[config.mk]
export PLATFORM = sky130hd
export DESIGN_NAME = irqm_top
export DESIGN_NICKNAME = d
export VERILOG_FILES = /design/src/include/irqm_pkg.sv /design/src/verilog/irqm_flag.sv /design/src/verilog/irqm_pin.sv /design/src/verilog/irqm_top.sv
export SDC_FILE = /design/constraint.sdc
export NUM_CORES = 1
export LEC_CHECK = 0
export BUFFER_PORTS_ARGS = -buffer_cell sky130_fd_sc_hd__clkbuf_2
export CAP_MARGIN = 15
export CORE_AREA = 2 2 87 89
export DETAILED_ROUTE_END_ITERATION = 12
export DIE_AREA = 0 0 89 91
export PLACE_DENSITY = 0.84
export SKIP_LAST_GASP = 1
export SLEW_MARGIN = 40
export SYNTH_ARGS = -nofsm -noshare
export SYNTH_HDL_FRONTEND = slang
export SYNTH_SLANG_ARGS = --single-unit
[constraint.sdc]
create_clock -name clk -period 2.96 [get_ports clk]
set_input_delay 0.592 -clock clk [delete_from_list [all_inputs] [get_ports clk]]
set_output_delay 0.592 -clock clk [all_outputs]
set_load 0.02 [all_outputs]
[src/include/irqm_pkg.sv]
// constants and carrier types of the interrupt mask and manage block
package irqm_pkg;

    // ------------------------------------------------------------------
    // register addresses
    // ------------------------------------------------------------------
    localparam logic [6:0] IRQM_ADDR_STATUS = 7'h01; // status read back
    localparam logic [6:0] IRQM_ADDR_EN_PRI = 7'h02; // irq_enable_primary
    localparam logic [6:0] IRQM_ADDR_EN_SEC = 7'h03; // irq_enable_secondary
    localparam logic [6:0] IRQM_ADDR_MGMT = 7'h04; // irq_management
    localparam logic [6:0] IRQM_ADDR_BEAT_IVL = 7'h25; // beat_interval_reg

    // ------------------------------------------------------------------
    // reset values and writable bit masks
    // ------------------------------------------------------------------
    localparam logic [23:0] IRQM_EN_RESET = 24'h000003;
    localparam logic [23:0] IRQM_EN_WMASK = 24'hff8f03;
    localparam logic [23:0] IRQM_MGMT_RESET = 24'h7b0004;
    localparam logic [23:0] IRQM_MGMT_WMASK = 24'hff0077;

    // ------------------------------------------------------------------
    // field positions
    // ------------------------------------------------------------------
    localparam int IRQM_EN_LSB = 8; // enables sit in bits 23:8
    localparam int IRQM_TYPE_LSB = 0; // pin_driver_type
    localparam int IRQM_CFT_LSB = 19; // cardio_fifo_threshold
    localparam int IRQM_IFT_LSB = 16; // impedance_fifo_threshold
    localparam int IRQM_REC_CLR_BIT = 6; // recovery_clear_mode
    localparam int IRQM_CLR_BEAT_LSB = 4; // beat_clear_mode
    localparam int IRQM_CLR_SYNC_BIT = 2; // sync_clear_mode
    localparam int IRQM_SYNC_RATE_LSB = 0; // sync_tick_rate

    // status vector index (status bit minus 8)
    localparam int IRQM_ST_CARDIO = 15;
    localparam int IRQM_ST_RECOV = 13;
    localparam int IRQM_ST_IMPED = 11;
    localparam int IRQM_ST_BEAT = 2;
    localparam int IRQM_ST_SYNC = 1;
    // latched-until-status-read bits of the status vector
    localparam logic [15:0] IRQM_LATCH_MASK = 16'h5789;

    // ------------------------------------------------------------------
    // enumerations
    // ------------------------------------------------------------------
    typedef enum logic [1:0] {
        IRQM_DRV_HIZ = 2'b00,
        IRQM_DRV_PUSH = 2'b01,
        IRQM_DRV_OD = 2'b10,
        IRQM_DRV_OD_PULL = 2'b11
    } irqm_drv_e;

    typedef enum logic [1:0] {
        IRQM_BEAT_ON_STATUS = 2'b00,
        IRQM_BEAT_ON_IVL = 2'b01,
        IRQM_BEAT_SELF = 2'b10,
        IRQM_BEAT_RSVD = 2'b11
    } irqm_beat_e;

    // ------------------------------------------------------------------
    // carriers
    // ------------------------------------------------------------------
    typedef struct packed {
        logic wr; // write completes this cycle
        logic rd; // read completes this cycle
        logic [6:0] addr;
        logic [23:0] wdata;
    } irqm_req_s;

    typedef struct packed {
        logic [5:0] cardio_count; // unread cardio records, 0..32
        logic [3:0] imped_count; // unread impedance records, 0..8
        logic recovery_active; // quick recovery engaged
        logic beat_event; // new beat found, one cycle
        logic sample_tick; // cardio sample instant, one cycle
        logic rate_tick; // end of a cardio data-rate cycle
        logic quarter_tick; // quarter of a data-rate cycle passed
        logic [15:0] latch_cond; // raw conditions of latched bits
    } irqm_events_s;

endpackage : irqm_pkg

[src/verilog/irqm_flag.sv]
// one sticky status flag: set wins over clear
`timescale 1ns/10ps
module irqm_flag
    import irqm_pkg::*;
(
    // clock and reset
    input wire logic clk,
    input wire logic rst,
    // control
    input wire logic set,
    input wire logic clr,
    // flag
    output logic flag_q
);

    typedef struct packed {
        logic flag;
    } irqm_flag_s;

    irqm_flag_s q_r; // registered state
    irqm_flag_s q_nxt; // next state

    // next state: condition holds it, status read drops it
    always_comb begin
        q_nxt = q_r;
        q_nxt.flag = set | (q_r.flag & ~clr);
    end

    // state register
    always_ff @(posedge clk) begin
        if (rst) begin
            q_r <= '0;
        end else begin
            q_r <= q_nxt;
        end
    end

    assign flag_q = q_r.flag;

    property p_set_wins;
        @(posedge clk) disable iff (rst) set |=> flag_q;
    endproperty
    a_set_wins: assert property (p_set_wins)
        else $error("flag lost its set");

    property p_held;
        @(posedge clk) disable iff (rst)
            (flag_q && !clr) |=> flag_q;
    endproperty
    a_held: assert property (p_held)
        else $error("flag dropped without status read");

endmodule : irqm_flag

[src/verilog/irqm_pin.sv]
// active-low interrupt pin with selectable driver type
`timescale 1ns/10ps
module irqm_pin
    import irqm_pkg::*;
(
    // clock and reset
    input wire logic clk,
    input wire logic rst,
    // request and configuration
    input wire logic active,
    input wire logic [1:0] drv_type,
    // pin
    output logic pin_out,
    output logic pin_oe_n,
    output logic pull_up_en
);

    typedef struct packed {
        logic o;
        logic oe_n;
        logic pull;
    } irqm_pin_s;

    irqm_pin_s q_r; // registered pin state
    irqm_pin_s q_nxt; // next pin state

    // driver select; low level always means service needed
    always_comb begin
        q_nxt = q_r;
        q_nxt.o = 1'b0;
        q_nxt.oe_n = 1'b1;
        q_nxt.pull = 1'b0;
        unique case (irqm_drv_e'(drv_type))
            IRQM_DRV_HIZ: begin
                q_nxt.oe_n = 1'b1;
            end
            IRQM_DRV_PUSH: begin
                q_nxt.oe_n = 1'b0;
                q_nxt.o = ~active;
            end
            IRQM_DRV_OD: begin
                q_nxt.oe_n = ~active;
            end
            IRQM_DRV_OD_PULL: begin
                q_nxt.oe_n = ~active;
                q_nxt.pull = 1'b1;
            end
        endcase
    end

    // state register; reset matches open drain with pull-up, idle
    always_ff @(posedge clk) begin
        if (rst) begin
            q_r <= '{o: 1'b0, oe_n: 1'b1, pull: 1'b1};
        end else begin
            q_r <= q_nxt;
        end
    end

    assign pin_out = q_r.o;
    assign pin_oe_n = q_r.oe_n;
    assign pull_up_en = q_r.pull;

    property p_od_low;
        @(posedge clk) disable iff (rst)
            (active && drv_type == IRQM_DRV_OD) |=> (!pin_oe_n && !pin_out);
    endproperty
    a_od_low: assert property (p_od_low)
        else $error("open drain pin not pulled low");

    property p_hiz;
        @(posedge clk) disable iff (rst)
            (drv_type == IRQM_DRV_HIZ) |=> (pin_oe_n && !pull_up_en);
    endproperty
    a_hiz: assert property (p_hiz)
        else $error("disabled pin is driven");

endmodule : irqm_pin

[src/verilog/irqm_top.sv]
// interrupt masking, pin drive and interrupt management registers
`timescale 1ns/10ps
module irqm_top
    import irqm_pkg::*;
(
    // clock and reset
    input wire logic clk,
    input wire logic rst,
    // register access, one completed serial transaction per pulse
    input wire irqm_req_s req,
    output logic [23:0] reg_rdata,
    // status conditions from the front end
    input wire irqm_events_s ev,
    // primary interrupt pin
    output logic irq_pin_primary_out,
    output logic irq_pin_primary_oe_n,
    output logic irq_pin_primary_pull,
    // secondary interrupt pin
    output logic irq_pin_secondary_out,
    output logic irq_pin_secondary_oe_n,
    output logic irq_pin_secondary_pull
);

    // ------------------------------------------------------------------
    // state
    // ------------------------------------------------------------------
    typedef struct packed {
        logic [23:0] en_pri; // irq_enable_primary
        logic [23:0] en_sec; // irq_enable_secondary
        logic [23:0] mgmt; // irq_management
        logic [23:0] rdata; // read answer
        logic cardio; // cardio_fifo_irq
        logic imped; // impedance_fifo_irq
        logic rec; // quick_recovery_irq
        logic rec_prev; // recovery level one cycle ago
        logic beat; // beat_event_irq
        logic sync; // sync_tick_pulse
        logic [3:0] sync_cnt; // sample instants seen
    } irqm_top_s;

    irqm_top_s q_r; // registered state
    irqm_top_s q_nxt; // next state

    logic [15:0] latch_q; // latched status bits
    logic [15:0] st_vec; // status bits 23:8
    logic any_pri; // primary OR term
    logic any_sec; // secondary OR term
    logic stat_rd; // status read completes
    logic ivl_rd; // beat interval read completes

    // ------------------------------------------------------------------
    // decoded fields
    // ------------------------------------------------------------------
    logic [4:0] cft; // cardio threshold field
    logic [2:0] ift; // impedance threshold field
    logic [5:0] cardio_need; // records that raise cardio irq
    logic [3:0] imped_need; // records that raise impedance irq
    logic recovery_clear_mode; // recovery irq clear policy
    irqm_beat_e beat_mode; // beat_clear_mode
    logic clr_sync; // sync_clear_mode
    logic [1:0] sync_rate; // sync_tick_rate
    logic [3:0] rate_mask; // sample counter bits that must be zero

    assign cft = q_r.mgmt[IRQM_CFT_LSB +: 5];
    assign ift = q_r.mgmt[IRQM_IFT_LSB +: 3];
    assign cardio_need = {1'b0, cft} + 6'h01;
    assign imped_need = {1'b0, ift} + 4'h1;
    assign recovery_clear_mode = q_r.mgmt[IRQM_REC_CLR_BIT];
    assign beat_mode = irqm_beat_e'(q_r.mgmt[IRQM_CLR_BEAT_LSB +: 2]);
    assign clr_sync = q_r.mgmt[IRQM_CLR_SYNC_BIT];
    assign sync_rate = q_r.mgmt[IRQM_SYNC_RATE_LSB +: 2];

    // sample divider per sync rate code
    always_comb begin
        rate_mask = 4'h0;
        unique case (sync_rate)
            2'b00: rate_mask = 4'h0;
            2'b01: rate_mask = 4'h1;
            2'b10: rate_mask = 4'h3;
            2'b11: rate_mask = 4'hf;
        endcase
    end

    // read completions that clear status bits
    assign stat_rd = req.rd && (req.addr == IRQM_ADDR_STATUS);
    assign ivl_rd = req.rd && (req.addr == IRQM_ADDR_BEAT_IVL);

    // ------------------------------------------------------------------
    // latched status bits, one sticky cell per latched position
    // ------------------------------------------------------------------
    generate
        for (genvar i = 0; i < 16; i++) begin : g_latch
            if (IRQM_LATCH_MASK[i]) begin : g_cell
                irqm_flag u_flag (
                    .clk(clk),
                    .rst(rst),
                    .set(ev.latch_cond[i]),
                    .clr(stat_rd),
                    .flag_q(latch_q[i])
                );
            end else begin : g_none
                assign latch_q[i] = 1'b0;
            end
        end
    endgenerate

    // status vector: managed bits over the latched ones
    always_comb begin
        st_vec = latch_q;
        st_vec[IRQM_ST_CARDIO] = q_r.cardio;
        st_vec[IRQM_ST_RECOV] = q_r.rec;
        st_vec[IRQM_ST_IMPED] = q_r.imped;
        st_vec[IRQM_ST_BEAT] = q_r.beat;
        st_vec[IRQM_ST_SYNC] = q_r.sync;
    end

    // per-pin OR terms over enabled status bits
    assign any_pri = |(st_vec & q_r.en_pri[IRQM_EN_LSB +: 16]);
    assign any_sec = |(st_vec & q_r.en_sec[IRQM_EN_LSB +: 16]);

    // ------------------------------------------------------------------
    // next state
    // ------------------------------------------------------------------
    always_comb begin
        logic rise; // recovery just entered
        logic fire; // sync pulse issued this sample
        logic beat_clr; // beat clear event for the chosen mode
        logic sync_clr; // sync clear event for the chosen mode
        rise = 1'b0;
        fire = 1'b0;
        beat_clr = 1'b0;
        sync_clr = 1'b0;
        q_nxt = q_r;

        // register writes; reserved bits stay zero
        if (req.wr) begin
            unique case (req.addr)
                IRQM_ADDR_EN_PRI: begin
                    q_nxt.en_pri = req.wdata & IRQM_EN_WMASK;
                end
                IRQM_ADDR_EN_SEC: begin
                    q_nxt.en_sec = req.wdata & IRQM_EN_WMASK;
                end
                IRQM_ADDR_MGMT: begin
                    q_nxt.mgmt = req.wdata & IRQM_MGMT_WMASK;
                end
                default: begin
                    // other addresses belong to other blocks
                end
            endcase
        end

        // read answer; other addresses answer zero
        if (req.rd) begin
            unique case (req.addr)
                IRQM_ADDR_STATUS: q_nxt.rdata = {st_vec, 8'h00};
                IRQM_ADDR_EN_PRI: q_nxt.rdata = q_r.en_pri;
                IRQM_ADDR_EN_SEC: q_nxt.rdata = q_r.en_sec;
                IRQM_ADDR_MGMT: q_nxt.rdata = q_r.mgmt;
                default: q_nxt.rdata = 24'h000000;
            endcase
        end

        // fifo fill thresholds
        q_nxt.cardio = ev.cardio_count >= cardio_need;
        q_nxt.imped = ev.imped_count >= imped_need;

        // quick recovery irq
        q_nxt.rec_prev = ev.recovery_active;
        rise = ev.recovery_active & ~q_r.rec_prev;
        if (recovery_clear_mode) begin
            // one shot per entry, a read drops it
            q_nxt.rec = rise | (q_r.rec & ~stat_rd);
        end else begin
            // follows the mode, held until a read
            q_nxt.rec = ev.recovery_active | (q_r.rec & ~stat_rd);
        end

        // beat irq; reserved code acts as status read clear
        unique case (beat_mode)
            IRQM_BEAT_ON_STATUS: beat_clr = stat_rd;
            IRQM_BEAT_ON_IVL: beat_clr = ivl_rd;
            IRQM_BEAT_SELF: beat_clr = ev.rate_tick;
            IRQM_BEAT_RSVD: beat_clr = stat_rd;
        endcase
        q_nxt.beat = ev.beat_event | (q_r.beat & ~beat_clr);

        // sync pulse divider and clear
        if (ev.sample_tick) begin
            q_nxt.sync_cnt = q_r.sync_cnt + 4'h1;
            fire = (q_r.sync_cnt & rate_mask) == 4'h0;
        end
        sync_clr = clr_sync ? ev.quarter_tick : stat_rd;
        q_nxt.sync = fire | (q_r.sync & ~sync_clr);
    end

    // ------------------------------------------------------------------
    // state register
    // ------------------------------------------------------------------
    always_ff @(posedge clk) begin
        if (rst) begin
            q_r <= '0;
            q_r.en_pri <= IRQM_EN_RESET;
            q_r.en_sec <= IRQM_EN_RESET;
            q_r.mgmt <= IRQM_MGMT_RESET;
        end else begin
            q_r <= q_nxt;
        end
    end

    assign reg_rdata = q_r.rdata;

    // ------------------------------------------------------------------
    // pin drivers
    // ------------------------------------------------------------------
    irqm_pin u_pin_pri (
        .clk(clk),
        .rst(rst),
        .active(any_pri),
        .drv_type(q_r.en_pri[IRQM_TYPE_LSB +: 2]),
        .pin_out(irq_pin_primary_out),
        .pin_oe_n(irq_pin_primary_oe_n),
        .pull_up_en(irq_pin_primary_pull)
    );

    irqm_pin u_pin_sec (
        .clk(clk),
        .rst(rst),
        .active(any_sec),
        .drv_type(q_r.en_sec[IRQM_TYPE_LSB +: 2]),
        .pin_out(irq_pin_secondary_out),
        .pin_oe_n(irq_pin_secondary_oe_n),
        .pull_up_en(irq_pin_secondary_pull)
    );

    // ------------------------------------------------------------------
    // checks
    // ------------------------------------------------------------------
    property p_reset_vals;
        @(posedge clk) rst |=> (q_r.en_pri == 24'h000003 &&
            q_r.en_sec == 24'h000003 && q_r.mgmt == 24'h7b0004);
    endproperty
    a_reset_vals: assert property (p_reset_vals)
        else $error("reset values wrong");

    property p_masked_pin;
        @(posedge clk) disable iff (rst)
            (st_vec != 16'h0000 && q_r.en_pri[23:8] == 16'h0000) |=>
                (irq_pin_primary_oe_n || irq_pin_primary_out);
    endproperty
    a_masked_pin: assert property (p_masked_pin)
        else $error("masked status drove primary pin");

    property p_sec_pin;
        @(posedge clk) disable iff (rst)
            (any_sec && q_r.en_sec[1:0] == 2'b01) |=>
                (!irq_pin_secondary_out && !irq_pin_secondary_oe_n);
    endproperty
    a_sec_pin: assert property (p_sec_pin)
        else $error("secondary pin not low");

    property p_cardio;
        @(posedge clk) disable iff (rst)
            (!req.wr && ev.cardio_count == {1'b0, cft} + 6'h01) |=>
                q_r.cardio ##1 ($past(ev.cardio_count) != 6'h00 ||
                !q_r.cardio);
    endproperty
    a_cardio: assert property (p_cardio)
        else $error("cardio fifo irq missed its threshold");

    property p_imped;
        @(posedge clk) disable iff (rst)
            (ev.imped_count < {1'b0, ift} + 4'h1) |=> !q_r.imped;
    endproperty
    a_imped: assert property (p_imped)
        else $error("impedance fifo irq early");

    property p_rec_hold;
        @(posedge clk) disable iff (rst)
            (!recovery_clear_mode && ev.recovery_active) |=> q_r.rec;
    endproperty
    a_rec_hold: assert property (p_rec_hold)
        else $error("recovery irq dropped while engaged");

    property p_rec_once;
        @(posedge clk) disable iff (rst)
            (recovery_clear_mode && stat_rd && q_r.rec_prev &&
                ev.recovery_active) |=> !q_r.rec;
    endproperty
    a_rec_once: assert property (p_rec_once)
        else $error("recovery irq not cleared by read");

    property p_beat_self;
        @(posedge clk) disable iff (rst)
            (beat_mode == IRQM_BEAT_SELF && ev.rate_tick && !ev.beat_event)
                |=> !q_r.beat;
    endproperty
    a_beat_self: assert property (p_beat_self)
        else $error("beat irq did not self clear");

    property p_sync_every;
        @(posedge clk) disable iff (rst)
            (ev.sample_tick && sync_rate == 2'b00) |=> q_r.sync;
    endproperty
    a_sync_every: assert property (p_sync_every)
        else $error("sync pulse missing");

    property p_reserved_zero;
        @(posedge clk) disable iff (rst)
            (req.rd && req.addr == IRQM_ADDR_EN_PRI) |=>
                (reg_rdata & 24'h0070fc) == 24'h000000;
    endproperty
    a_reserved_zero: assert property (p_reserved_zero)
        else $error("reserved enable bits read nonzero");

endmodule : irqm_top

==> results.txt <==
Status - complete, no violations
RSZ-0062 raised after global routing - false
Largest net degree at the start of global routing - 55
Top post-synthesis cells by area - dfxtp_1, mux2i_1, a22oi_1
Ys flop type - dfxtp_1
Post-synth EDFFs - 0
Non-Filler Instances - 608
Die area - 8100 sq um
Area grow syn2layout - 11.9%
Register area share after synthesis - 0.426
Met3 Use GR - 0.0473
Drt total wl - 9620 microns
Cells after synthesis - 449
H-Tree Depth - 3
Via density - 5.66
Root buf cell - clkbuf_8
CTS max path bufs - 2
Ys async rst share - 0
Final Hold Violating Endpoints - 0
Vias in the first global route - 3327
GRT Total Usage - 0.248
Design Area, Final - 4570 sq um
Area after DPL - 4390 sq um
Number of synthesized register bits - 87
DP Wirelength - 7140 microns
FILL cells - 614
Worst Skew - 0.00977 ns
Maximum vdd drop - 0.203 mV
CTS Sinks - 87
Post-CTS Resized - 0
Gr ovfl total - 0
Critical Path End Type - flop
Finish-stage setup viols - 0
Final Max Slew Viols - 0
Max-Cap Viols - 0
Inst Count DP - 592
Yosys cell types - 46
Routed vias - 3444
Buffers on Ports - 77
Num ports - 96
Warnings from Yosys - 0
Reg2reg setup slack - 1.40 ns
Buffer count from post-CTS setup fixing - 0
CTS tree - done
Initial Util - 0.572
CP required - 3.27 ns
Synth area leader - dfxtp_1
Leakage - 2.04 nW
Antenna violation net count after detailed routing - 0
CP max FO - 13
Crit path time final - 2.03 ns
PwrDens - 467 nW/um^2
Sequential Area - 1740 sq um
Crit path launch type - input pin
Worst slew margin - 0.511
Core area - 7140 sq um
Layout cells sized above 1 - 0.220
CP Class - input pin to flop
DR WL/cell - 15.8 microns
Worst-margin pin slew - 0.732 ns
Avg Inst Size Synth - 9.10 sq um
Arr. time, crit path - 2.34 ns
DRT iter0 DRCs - 314
Most common cell in the netlist - dfxtp_1
Final worst-path cycle share - 0.687
Total CTS buffers - 9
CTS clk-pin slew, worst paths - 0.10 ns
Diodes inserted - 0
Final core occ - 0.640
First-pass GRT wire length - 15900 microns
Post-synth top cells - dfxtp_1, nor2_1, nand2_1
Top Usage Layer GRT - met2
CTS hold repair buffers - 0
Area of the mapped netlist - 4080 sq um
Num rows - 31
Initial DRT Pass Iterations - 5
Footprint of the multi-input gates - 2030 sq um
Horiz. Die Dim - 89 microns
Post-route DRC - 0
Met2 Usage GRT - 0.394
Nets - 585
Fmax - 492 MHz
Yosys top cell area share - 0.426
Hold/Removal Path Class - input pin to flop
Clk_lat worst skew - 0.36 ns
Global placer's final weighted congestion - 0.869
Total Neg Setup Slack - 0 ns
Die Y-Extent - 91 microns
Initial antenna violation count - 0
Pwr Total - 2.13 mW
Met1 usage - 0.335
-- state kept, by name, indices dropped and copies added (netlist names) --
register / cells
beat_mode: 2
cft: 5
clr_sync: 1
g_latch.g_cell.u_flag.flag_q: 8
ift: 3
q_r: 43
reg_rdata: 19
u_pin_pri.pin_oe_n: 1
u_pin_pri.pin_out: 1
u_pin_pri.pull_up_en: 1
u_pin_sec.pin_oe_n: 1
u_pin_sec.pin_out: 1
u_pin_sec.pull_up_en: 1
-- placed cells by master, fill, tap and decap left out, types with 3 or more instances in the layout --
cell type	instances
nor2_1	51
clkinvlp_4	4
xnor2_1	3
nand2_1	48
o211ai_1	3
a21oi_1	23
o22ai_1	9
clkbuf_2	77
ha_1	15
a22o_1	10
inv_1	10
nor2b_1	10
mux2_2	5
dfxtp_1	87
and3_1	6
xor2_1	5
conb_1	5
mux2i_1	39
a22oi_1	26
o21ai_1	5
nand2b_1	3
clkbuf_8	9
o21ai_0	4
nand3_1	16
buf_4	9
-- layer usage --
| layer | vias to the layer above | routed length (microns) |
|---|---|---|
| met5 | - | 0 |
| met4 | 0 | 229 |
| met3 | 24 | 599 |
| met2 | 129 | 4570 |
| met1 | 1624 | 4220 |
| li1 | 1667 | - |
-- metrics by stage --
step	hold slack, ns	setup WS (ns)
2_1_floorplan	0.426	1.04
3_3_place_gp	0.444	0.712
3_5_place_dp	0.447	0.655
4_1_cts	0.433	1.02
5_1_grt	0.444	0.903
6_report	0.429	0.927
-- area by class of cell --
cell class,instances,area share
timing repair buffer,86,0.0991
clock buffer,9,0.0271
tap,99,0.0271
sequential,87,0.381
inverter,10,0.00821
clock inverter,7,0.0123
multi-input combinational,310,0.445
-- power by group --
| group | leakage [nW] | switching (mW) | internal (mW) |
|---|---|---|---|
| clock | 0.0785 | 0.447 | 0.311 |
| sequential | 0.706 | 0.0213 | 1.19 |
| combinational | 1.26 | 0.0971 | 0.0686 |
| total | 2.04 | 0.565 | 1.57 |
-- worst max-delay path, cell delays in order --
cell and delay [ns]:
clkbuf_2 0.24, buf_4 0.26, nor2b_1 0.59, a22oi_1 0.15
o22ai_1 0.32, a22o_1 0.17
-- kinds of logic after synthesis --
family | after synthesis | share of synthesized area
flops | 87 | 0.426
simple gates | 148 | 0.170
fa+ha+maj | 15 | 0.0460
xor+xnor | 8 | 0.0172
compound gates | 90 | 0.150
mux | 44 | 0.109
buf+inv | 56 | 0.0800
other cells | 1 | 0.000918
-- worst paths after layout --
check	cells past startpoint	to	start
setup / recovery	6	reg_rdata[18]	req[24]
hold / removal	3	g_latch[8].g_cell.u_flag.flag_q	ev[8]
setup reg to reg	6	q_r[9]	cft[2]
hold reg to reg	2	reg_rdata[15]	reg_rdata[15]
Note: power is estimated with default switching activity, not from simulation.
